## src/include/hqr_pkg.sv

```systemverilog
package hqr_pkg;
    // Register byte offsets
    localparam logic [7:0] OFS_QUEUE_CFG = 8'h00;
    localparam logic [7:0] OFS_SQ_SIZE = 8'h04;
    localparam logic [7:0] OFS_CQ_SIZE = 8'h08;
    localparam logic [7:0] OFS_QUEUE_ID = 8'h0C;
    localparam logic [7:0] OFS_SQ_PRIO = 8'h10;
    localparam logic [7:0] OFS_SQ_TAIL_DB = 8'h14;
    localparam logic [7:0] OFS_CQ_HEAD_DB = 8'h18;
    localparam logic [7:0] OFS_STATUS = 8'h1C;
    localparam logic [7:0] OFS_SQ_HEAD = 8'h20;
    localparam logic [7:0] OFS_CAP = 8'h24;
    localparam logic [7:0] OFS_AER_ARM = 8'h28;

    // Field positions
    localparam int CFG_CQ_LIVE = 0;
    localparam int CFG_SQ_LIVE = 1;
    localparam int QID_CQ_LSB = 16;
    localparam int ST_SQ_EMPTY = 0;
    localparam int ST_SQ_FULL = 1;
    localparam int ST_CQ_EMPTY = 2;
    localparam int ST_CQ_FULL = 3;
    localparam int ST_SQ_DB_ERR = 4;
    localparam int ST_CQ_DB_ERR = 5;
    localparam int ST_AER_ARMED = 6;
    localparam int ST_CFG_ERR = 7;
    localparam int ST_SQ_LIVE = 8;
    localparam int ST_CQ_LIVE = 9;

    // Reset values
    localparam logic [15:0] RST_SIZE = 16'h0001;
    localparam logic [15:0] RST_PTR = 16'h0000;
    localparam logic [15:0] RST_QID = 16'h0000;
    localparam logic [1:0] RST_PRIO = 2'h0;
    localparam logic RST_PHASE = 1'b1;

    // Queue limits, zero based
    localparam logic [15:0] MIN_SIZE = 16'h0001;
    localparam logic [15:0] IO_MAX_SIZE = 16'hFFFF;
    localparam logic [15:0] ADMIN_MAX_SIZE = 16'h0FFF;
    localparam logic [15:0] ADMIN_QID = 16'h0000;
    localparam logic [7:0] STATUS_INVALID_DB = 8'h01;

    typedef struct packed {
        logic valid;
        logic [15:0] slot;
        logic phase;
        logic [15:0] sq_head_report_field;
        logic [15:0] sq_id;
    } hqr_cpl_post_s;

    typedef struct packed {
        logic valid;
        logic [7:0] status;
        logic [15:0] qid;
    } hqr_aer_post_s;
endpackage

```

## src/hdl/hqr_queue_pair.sv

```systemverilog
// Design decisions made here: the Wishbone interface to the registers and the placing of the registers.
`timescale 1ns/100ps
// Contract
// - Submitter writes at tail, then increments tail
// - Tail wraps to slot zero after last
// - Consumer takes head entry, increments, wraps
// - Submit only while queue not full
// - Consume only while queue not empty
// - Invalid doorbell posts async event if armed
// - Errored submission queue: no further consumption
// - Completion tail hidden; report submission head
// - Tail write submits one or more entries
// - Posted entry carries inverted phase bit
// - Head write frees one or more slots
// - Full completion queue holds off posting
// - Empty when head equals tail
// - Full when head equals tail plus one
// - Size is 16-bit zero-based, minimum two
// - I/O up to cap, admin 4K
// - Each queue has 16-bit identifier
// - Priority ignored without urgent weighted arbitration
// - Tail doorbell overwrites stored tail
// - Head doorbell overwrites stored head
module hqr_queue_pair #(
    parameter logic [15:0] MAX_ENTRIES = hqr_pkg::IO_MAX_SIZE,
    parameter bit WRR_URGENT = 1'b0
) (
    input wire logic mclk,
    input wire logic reset,
    input wire logic ce,
    input wire logic wb_cyc,
    input wire logic wb_stb,
    input wire logic wb_we,
    input wire logic [7:0] wb_adr,
    input wire logic [3:0] wb_sel,
    input wire logic [31:0] wb_dat_w,
    output logic [31:0] wb_dat_r,
    output logic wb_ack,
    output logic sq_fetch_valid,
    output logic [15:0] sq_fetch_slot,
    input wire logic sq_fetch_ack,
    input wire logic cpl_valid,
    output logic cpl_ready,
    output hqr_pkg::hqr_cpl_post_s cq_post,
    output hqr_pkg::hqr_aer_post_s aer_post,
    output logic [1:0] sq_priority
);
    typedef struct packed {
        logic ack;
        logic [31:0] rdata;
        logic sq_live;
        logic cq_live;
        logic [15:0] sq_size;
        logic [15:0] cq_size;
        logic [15:0] sq_id;
        logic [15:0] cq_id;
        logic [1:0] prio;
        logic [15:0] sq_tail;
        logic [15:0] sq_head;
        logic [15:0] cq_head;
        logic [15:0] cq_tail;
        logic cq_phase;
        logic sq_err;
        logic cq_err;
        logic cfg_err;
        logic aer_armed;
        logic fetch_valid;
        logic cpl_ready;
        hqr_pkg::hqr_cpl_post_s post;
        hqr_pkg::hqr_aer_post_s aer;
    } hqr_state_s;

    hqr_state_s st;
    hqr_state_s next_st;

    function automatic logic [15:0] ring_inc(input logic [15:0] p, input logic [15:0] size);
        ring_inc = (p == size) ? 16'h0000 : p + 16'h0001;
    endfunction

    // Distance from b forward to a around a ring of size+1 slots
    function automatic logic [15:0] ring_dist(input logic [15:0] a, input logic [15:0] b,
                                              input logic [15:0] size);
        logic [16:0] wide;
        wide = (a >= b) ? {1'b0, a} - {1'b0, b} : {1'b0, a} + {1'b0, size} + 17'h0_0001 - {1'b0, b};
        ring_dist = wide[15:0];
    endfunction

    function automatic logic [31:0] merge(input logic [31:0] old, input logic [31:0] nv,
                                          input logic [3:0] sel);
        logic [31:0] res;
        res = old;
        for (int i = 0; i < 4; i++) begin
            if (sel[i]) begin
                res[i*8 +: 8] = nv[i*8 +: 8];
            end
        end
        merge = res;
    endfunction

    function automatic logic size_ok(input logic [15:0] size, input logic [15:0] qid);
        logic [15:0] cap;
        cap = MAX_ENTRIES;
        if (qid == hqr_pkg::ADMIN_QID && cap > hqr_pkg::ADMIN_MAX_SIZE) begin
            cap = hqr_pkg::ADMIN_MAX_SIZE;
        end
        size_ok = (size >= hqr_pkg::MIN_SIZE) && (size <= cap);
    endfunction

    logic req;
    logic wr;
    logic rd;
    logic sq_empty;
    logic sq_full;
    logic cq_empty;
    logic cq_full;
    logic [31:0] wmerged;
    logic [31:0] rmux;
    logic [15:0] sq_occ;
    logic [15:0] cq_occ;
    logic sq_db_ok;
    logic cq_db_ok;
    logic [31:0] size_sq_merged;
    logic [31:0] size_cq_merged;
    logic [31:0] qid_merged;

    always_comb begin
        req = wb_cyc && wb_stb && !st.ack;
        wr = req && wb_we;
        rd = req && !wb_we;
        sq_empty = (st.sq_head == st.sq_tail);
        cq_empty = (st.cq_head == st.cq_tail);
        sq_full = (st.sq_head == ring_inc(st.sq_tail, st.sq_size));
        cq_full = (st.cq_head == ring_inc(st.cq_tail, st.cq_size));
        sq_occ = ring_dist(st.sq_tail, st.sq_head, st.sq_size);
        cq_occ = ring_dist(st.cq_tail, st.cq_head, st.cq_size);
        wmerged = merge(32'h0000_0000, wb_dat_w, wb_sel);
        size_sq_merged = merge({16'h0000, st.sq_size}, wb_dat_w, wb_sel);
        size_cq_merged = merge({16'h0000, st.cq_size}, wb_dat_w, wb_sel);
        qid_merged = merge({st.cq_id, st.sq_id}, wb_dat_w, wb_sel);
        // New tail may add at most the free slots: size minus occupancy
        sq_db_ok = (wmerged[15:0] <= st.sq_size)
            && (ring_dist(wmerged[15:0], st.sq_tail, st.sq_size) <= st.sq_size - sq_occ);
        // New head may free only slots that hold posted entries
        cq_db_ok = (wmerged[15:0] <= st.cq_size)
            && (ring_dist(wmerged[15:0], st.cq_head, st.cq_size) <= cq_occ);
        rmux = 32'h0000_0000;
        case (wb_adr)
            hqr_pkg::OFS_QUEUE_CFG: begin
                rmux[hqr_pkg::CFG_CQ_LIVE] = st.cq_live;
                rmux[hqr_pkg::CFG_SQ_LIVE] = st.sq_live;
            end
            hqr_pkg::OFS_SQ_SIZE: rmux[15:0] = st.sq_size;
            hqr_pkg::OFS_CQ_SIZE: rmux[15:0] = st.cq_size;
            hqr_pkg::OFS_QUEUE_ID: rmux = {st.cq_id, st.sq_id};
            hqr_pkg::OFS_SQ_PRIO: rmux[1:0] = st.prio;
            hqr_pkg::OFS_STATUS: begin
                rmux[hqr_pkg::ST_SQ_EMPTY] = sq_empty;
                rmux[hqr_pkg::ST_SQ_FULL] = sq_full;
                rmux[hqr_pkg::ST_CQ_EMPTY] = cq_empty;
                rmux[hqr_pkg::ST_CQ_FULL] = cq_full;
                rmux[hqr_pkg::ST_SQ_DB_ERR] = st.sq_err;
                rmux[hqr_pkg::ST_CQ_DB_ERR] = st.cq_err;
                rmux[hqr_pkg::ST_AER_ARMED] = st.aer_armed;
                rmux[hqr_pkg::ST_CFG_ERR] = st.cfg_err;
                rmux[hqr_pkg::ST_SQ_LIVE] = st.sq_live;
                rmux[hqr_pkg::ST_CQ_LIVE] = st.cq_live;
            end
            // Completion tail is deliberately not mapped
            hqr_pkg::OFS_SQ_HEAD: rmux[15:0] = st.sq_head;
            hqr_pkg::OFS_CAP: rmux[15:0] = MAX_ENTRIES;
            default: rmux = 32'h0000_0000;
        endcase
    end

    always_comb begin
        next_st = st;
        next_st.ack = req;
        next_st.post.valid = 1'b0;
        next_st.aer.valid = 1'b0;
        if (rd) begin
            next_st.rdata = rmux;
        end

        // Consumption from the submission ring
        if (st.fetch_valid && sq_fetch_ack) begin
            next_st.sq_head = ring_inc(st.sq_head, st.sq_size);
        end

        // Posting to the completion ring, stalled while full
        if (st.cpl_ready && cpl_valid) begin
            next_st.post.valid = 1'b1;
            next_st.post.slot = st.cq_tail;
            next_st.post.phase = st.cq_phase;
            next_st.post.sq_head_report_field = next_st.sq_head;
            next_st.post.sq_id = st.sq_id;
            next_st.cq_tail = ring_inc(st.cq_tail, st.cq_size);
            if (st.cq_tail == st.cq_size) begin
                next_st.cq_phase = !st.cq_phase;
            end
        end

        if (wr) begin
            case (wb_adr)
                hqr_pkg::OFS_QUEUE_CFG: begin
                    next_st.cfg_err = 1'b0;
                    if (wb_sel[0]) begin
                        // Refuse creating a submission queue unless its completion queue was live before this write
                        // and deleting a completion queue that still has one bound
                        if (wb_dat_w[hqr_pkg::CFG_SQ_LIVE] && !st.sq_live) begin
                            if (!st.cq_live || !size_ok(st.sq_size, st.sq_id)) begin
                                next_st.cfg_err = 1'b1;
                            end else begin
                                next_st.sq_live = 1'b1;
                                next_st.sq_head = hqr_pkg::RST_PTR;
                                next_st.sq_tail = hqr_pkg::RST_PTR;
                                next_st.sq_err = 1'b0;
                            end
                        end else if (!wb_dat_w[hqr_pkg::CFG_SQ_LIVE]) begin
                            next_st.sq_live = 1'b0;
                        end
                        if (wb_dat_w[hqr_pkg::CFG_CQ_LIVE] && !st.cq_live) begin
                            if (!size_ok(st.cq_size, st.cq_id)) begin
                                next_st.cfg_err = 1'b1;
                            end else begin
                                next_st.cq_live = 1'b1;
                                next_st.cq_head = hqr_pkg::RST_PTR;
                                next_st.cq_tail = hqr_pkg::RST_PTR;
                                next_st.cq_phase = hqr_pkg::RST_PHASE;
                                next_st.cq_err = 1'b0;
                            end
                        end else if (!wb_dat_w[hqr_pkg::CFG_CQ_LIVE] && st.cq_live) begin
                            if (st.sq_live && wb_dat_w[hqr_pkg::CFG_SQ_LIVE]) begin
                                next_st.cfg_err = 1'b1;
                            end else begin
                                next_st.cq_live = 1'b0;
                            end
                        end
                    end
                end
                hqr_pkg::OFS_SQ_SIZE: begin
                    if (!st.sq_live) begin
                        next_st.sq_size = size_sq_merged[15:0];
                    end
                end
                hqr_pkg::OFS_CQ_SIZE: begin
                    if (!st.cq_live) begin
                        next_st.cq_size = size_cq_merged[15:0];
                    end
                end
                hqr_pkg::OFS_QUEUE_ID: begin
                    if (!st.sq_live) begin
                        next_st.sq_id = qid_merged[15:0];
                    end
                    if (!st.cq_live) begin
                        next_st.cq_id = qid_merged[31:hqr_pkg::QID_CQ_LSB];
                    end
                end
                hqr_pkg::OFS_SQ_PRIO: begin
                    if (WRR_URGENT && wb_sel[0]) begin
                        next_st.prio = wb_dat_w[1:0];
                    end
                    // Without urgent weighted arbitration the setting is dropped
                end
                hqr_pkg::OFS_SQ_TAIL_DB: begin
                    if (st.sq_live && !st.sq_err) begin
                        if (sq_db_ok) begin
                            next_st.sq_tail = wmerged[15:0];
                        end else begin
                            next_st.sq_err = 1'b1;
                            if (st.aer_armed) begin
                                next_st.aer.valid = 1'b1;
                                next_st.aer.status = hqr_pkg::STATUS_INVALID_DB;
                                next_st.aer.qid = st.sq_id;
                                next_st.aer_armed = 1'b0;
                            end
                        end
                    end
                end
                hqr_pkg::OFS_CQ_HEAD_DB: begin
                    if (st.cq_live && !st.cq_err) begin
                        if (cq_db_ok) begin
                            next_st.cq_head = wmerged[15:0];
                        end else begin
                            next_st.cq_err = 1'b1;
                            if (st.aer_armed) begin
                                next_st.aer.valid = 1'b1;
                                next_st.aer.status = hqr_pkg::STATUS_INVALID_DB;
                                next_st.aer.qid = st.cq_id;
                                next_st.aer_armed = 1'b0;
                            end
                        end
                    end
                end
                hqr_pkg::OFS_AER_ARM: begin
                    // Arming in the cycle of a post re-arms: the set wins
                    next_st.aer_armed = 1'b1;
                end
                default: begin
                end
            endcase
        end

        // Flags for next cycle, taken from the updated pointers
        next_st.fetch_valid = next_st.sq_live && next_st.cq_live && !next_st.sq_err
            && (next_st.sq_head != next_st.sq_tail)
            && (next_st.cq_head != ring_inc(next_st.cq_tail, next_st.cq_size));
        next_st.cpl_ready = next_st.cq_live
            && (next_st.cq_head != ring_inc(next_st.cq_tail, next_st.cq_size));
        if (!WRR_URGENT) begin
            next_st.prio = hqr_pkg::RST_PRIO;
        end
    end

    always_ff @(posedge mclk) begin
        if (reset) begin
            st <= '0;
            st.sq_size <= hqr_pkg::RST_SIZE;
            st.cq_size <= hqr_pkg::RST_SIZE;
            st.sq_id <= hqr_pkg::RST_QID;
            st.cq_id <= hqr_pkg::RST_QID;
            st.prio <= hqr_pkg::RST_PRIO;
            st.cq_phase <= hqr_pkg::RST_PHASE;
        end else if (ce) begin
            st <= next_st;
        end
    end

    always_comb begin
        wb_ack = st.ack;
        wb_dat_r = st.rdata;
        sq_fetch_valid = st.fetch_valid;
        sq_fetch_slot = st.sq_head;
        cpl_ready = st.cpl_ready;
        cq_post = st.post;
        aer_post = st.aer;
        sq_priority = st.prio;
    end
endmodule

```

## config.mk

```make
export PLATFORM = sky130hd
export DESIGN_NAME = hqr_queue_pair
export DESIGN_NICKNAME = d
export VERILOG_FILES = /design/src/include/hqr_pkg.sv /design/src/hdl/hqr_queue_pair.sv
export SDC_FILE = /design/constraint.sdc
export NUM_CORES = 1
export LEC_CHECK = 0
export CORE_ASPECT_RATIO = 1.75
export CORE_MARGIN = 1.5
export CORE_UTILIZATION = 50
export DETAILED_ROUTE_END_ITERATION = 12
export DONT_BUFFER_PORTS = 1
export HOLD_SLACK_MARGIN = 0.03
export MAX_ROUTING_LAYER = met4
export PLACE_DENSITY = 0.74
export SYNTH_ARGS = -nofsm -noshare
export SYNTH_HDL_FRONTEND = slang
export SYNTH_SLANG_ARGS = --single-unit
```

## constraint.sdc

```tcl
create_clock -name mclk -period 10.2 [get_ports mclk]
set_input_delay 1.02 -clock mclk [delete_from_list [all_inputs] [get_ports mclk]]
set_output_delay 1.02 -clock mclk [all_outputs]
set_load 0.01 [all_outputs]
```

==> reports/results.txt <==
CTS root buffer: clkbuf_16
Post-synthesis compound-gate area fraction: 20.1%
Chip height: 298 µm
DR iter-0 viols: 3103
Clk_lat worst skew: 0.58 ns
Post-synthesis cell count: 3285
Ys Warns: 0
Overall Power: 2.86 mW
Wire per inst: 28.6 µm
Fraction of layout cells with a size suffix above 1: 6.26%
Reg-to-reg setup timing slack: 0.82 ns
Ys async rst share: 0%
Yosys top cell area share: 19.1%
Hold crit path type: reg2reg
Power per Cell Area: 111 nW/µm²
Synth Area in Simple Gates: 19.4%
Fin cells: 3825
Fmax: 107 MHz
Antenna violations before repair: 11
Routed via count: 25.2k
Clock slew seen by the registers of the worst setup and hold paths: 0.07 ns
Cell family with most CP delay: compound AO/OA/AOI/OAI gates
Capturing point of the worst reg2reg path: sq_fetch_valid
Crit path capture type: flip-flop
Tot GR Track Use: 43.8%
Pre-CTS setup slack: 0.330 ns
Final core occ: 52.4%
Hold Violations, Final: 0
Post-Route Skew: 0.0255 ns
Largest net degree at the start of global routing: 226
Post-layout worst setup margin: 0.820 ns
Setup TNS: 0 ns
Syn_area_per_cell: 7.58 µm²
DRC: 0
Slew @ Worst Pin: 1.42 ns
Worst path bufs/invs: 4
Width of the die: 172 µm
Critical R2R Launch: st[130]
DRT Pass-1 Iters: 7
Hold-critical path depth: 2
Port bufs: 0
Worst path max stage delay: 0.46 ns
Minimum clock period: 9.38 ns
Synth-to-Final Area Change: 3.91%
TritonCTS clock tree: yes
Total grt overflow: 0
Dpl cells: 3758
Antenna Nets Post-Route: 0
Vias in the first global route: 23.9k
Die ar.: 51200 µm²
Largest cells by area after synthesis: dfxtp_1 (19%), ha_1 (12%), xnor2_1 (6.4%)
RSZ-0062 raised after global routing: no
Startpoint types: flip-flop
Post-synth EDFFs: 0
Routed wire length: 109000 µm
Adder-cell share of the synthesized area: 17.0%
CP Class: reg2reg
Largest family of logic cells by synthesized area: compound AO/OA/AOI/OAI gates
Area of the core: 49300 µm²
Max-slew headroom: 4.94%
Maxcap violations: 0
Worst Path Max Fanout: 26
Global-route wire length before repair: 158000 µm
Fillers: 4880
Clk sinks: 238
DP Area: 24900 µm²
Htree depth: 1
Cell area after layout: 25900 µm²
Setup violators final: 0
TritonCTS Buffers: 26
Ys flop type: dfxtp_1
Peak supply drop: 120 µV
Final Cycle Share: 92.0%
Synth Cell Area: 24900 µm²
Number of setup buffers added after CTS: 0
Top cell type by total area after synthesis: dfxtp_1
Critical path data required time: 10.63 ns
Unique cell type count in the Yosys netlist: 93
Status: finished, final reports clean
Min Hold Slack: 0.495 ns
Static leakage: 10.3 nW
DR vias/cell: 6.58
Hold Crit Start: st[81]
Nets: 3477
Initial Util: 50.5%
Post-synthesis mux area share: 4.68%
Max Root-Sink Buffers: 3
Rows: 108
Crit path top cell by count: a21oi_1
Post-Synth XOR/XNOR Area: 8.76%
Post-detail-place hpwl: 82000 µm
Routability cong.: 1.12
Worst path slowest cell: or4_1
Reg2Reg Depth: 43
Number of I/O pins: 180
Sequential area share after synthesis: 19.1%
Flops & latches, synth: 238
CP arrival: 9.81 ns
Max-slew violations: 0
Worst hold path endpoint: cq_post[32]
==> final cells by class <==
class	count	area, µm²	share of cell area (%)
clock inverters	13	129	0.498
inverters	302	1130	4.38
diodes	19	47.5	0.184
well taps	660	826	3.19
multi-input cells	2467	17500	67.8
flip-flops and latches	238	4770	18.4
repair buffers	91	683	2.64
clock buffers	35	734	2.84
==> registers in the layout (all words and copies together), names as in the netlist <==
name and count:
aer_post 18, cpl_ready 1, cq_post 50, sq_fetch_valid 1, wb_ack 1, wb_dat_r 32, sq_fetch_slot 16, st 119
==> kinds of logic after synthesis <==
kind of cell,Yosys count
buf+inv,588
fa+ha+maj,299
xor+xnor,249
simple gates,1014
other cells,1
flops,238
mux,114
compound gates,782
==> worst min-delay path, delay by kind of cell, from the launching register on <==
kind | cells | cell delay, ns
AOI/OAI and AO/OA | 1 | 0.05
and+or+nand+nor | 1 | 0.07
DFF | 1 | 0.32
==> placed cells by master (no fill, tap or decap), types with 19 or more instances in the layout <==
cell / synthesis / layout
nand2_1: 263 / 262
dfxtp_1: 238 / 237
xnor2_1: 181 / 181
a211oi_1: 39 / 39
mux2i_1: 96 / 96
nand4_1: 55 / 55
inv_1: 300 / 300
o21ai_0: 131 / 131
xor2_1: 68 / 68
nand2b_1: 22 / 22
nor2b_1: 22 / 22
nor3_1: 66 / 61
or3_1: 24 / 24
fa_1: 65 / 65
diode_2: 0 / 19
clkbuf_16: 0 / 26
nand3_1: 89 / 89
buf_4: 126 / 91
a21o_1: 43 / 43
nor2_1: 328 / 326
a21oi_1: 278 / 278
a22oi_1: 62 / 61
nor4_1: 45 / 44
ha_1: 234 / 234
==> how the worst max path moves through the flow <==
stage               depth (start not counted)             start  slack (ns)             end
finish                                     43           st[130]        0.82  sq_fetch_valid
global route                               43           st[130]       0.009  sq_fetch_valid
CTS                                        40  sq_fetch_slot[2]        0.30  sq_fetch_valid
detailed placement                         40  sq_fetch_slot[2]        0.33  sq_fetch_valid
global placement                           40  sq_fetch_slot[2]        0.65  sq_fetch_valid
floorplan                                  44  sq_fetch_slot[1]        1.29  sq_fetch_valid
==> routing by layer <==
| layer | vias up | GRT usage [%] | routed length, µm |
|---|---|---|---|
| met1 | 11700 | 42.4 | 34300 |
| met5 | - | - | 0 |
| met2 | 1678 | 66.0 | 49000 |
| met4 | 0 | 43.0 | 13800 |
| met3 | 740 | 15.9 | 12200 |
| li1 | 11100 | - | - |
==> power breakdown <==
group	internal [mW]	total [mW]	switching, mW
Combinational	0.366	0.916	0.550
Clock	0.556	0.983	0.427
Sequential	0.938	0.963	0.0253
==> Yosys cell counts (8+ instances only) <==
master,number
a22oi_1,62
xor2_1,68
and4_1,17
nand3_1,89
o211ai_1,12
a21o_1,43
a32oi_1,10
nand2_1,263
and2_1,15
a211oi_1,39
a222oi_1,9
nor3_1,66
inv_1,300
xnor2_1,181
a21oi_1,278
or2_2,9
mux2_2,18
a221oi_1,12
nand2b_1,22
a31oi_1,17
o21ai_0,131
ha_1,234
or3_1,24
clkbuf_1,131
nor2_1,328
buf_4,126
nor2b_1,22
o32ai_1,10
nor4_1,45
buf_2,18
or4_1,10
o31a_1,10
fa_1,65
nand4_1,55
buf_1,11
and3_1,13
o31ai_1,8
mux2i_1,96
o21ai_1,13
a21boi_0,18
o21a_1,11
o21bai_1,18
dfxtp_1,238
==> timing repair <==
| item | CTS | global route |
|---|---|---|
| gates resized for setup | 0 | 8 |
| hold buffers | 0 | 0 |
| endpoints found under the setup margin | 0 | 1 |
(Power assumes the default switching activity.)
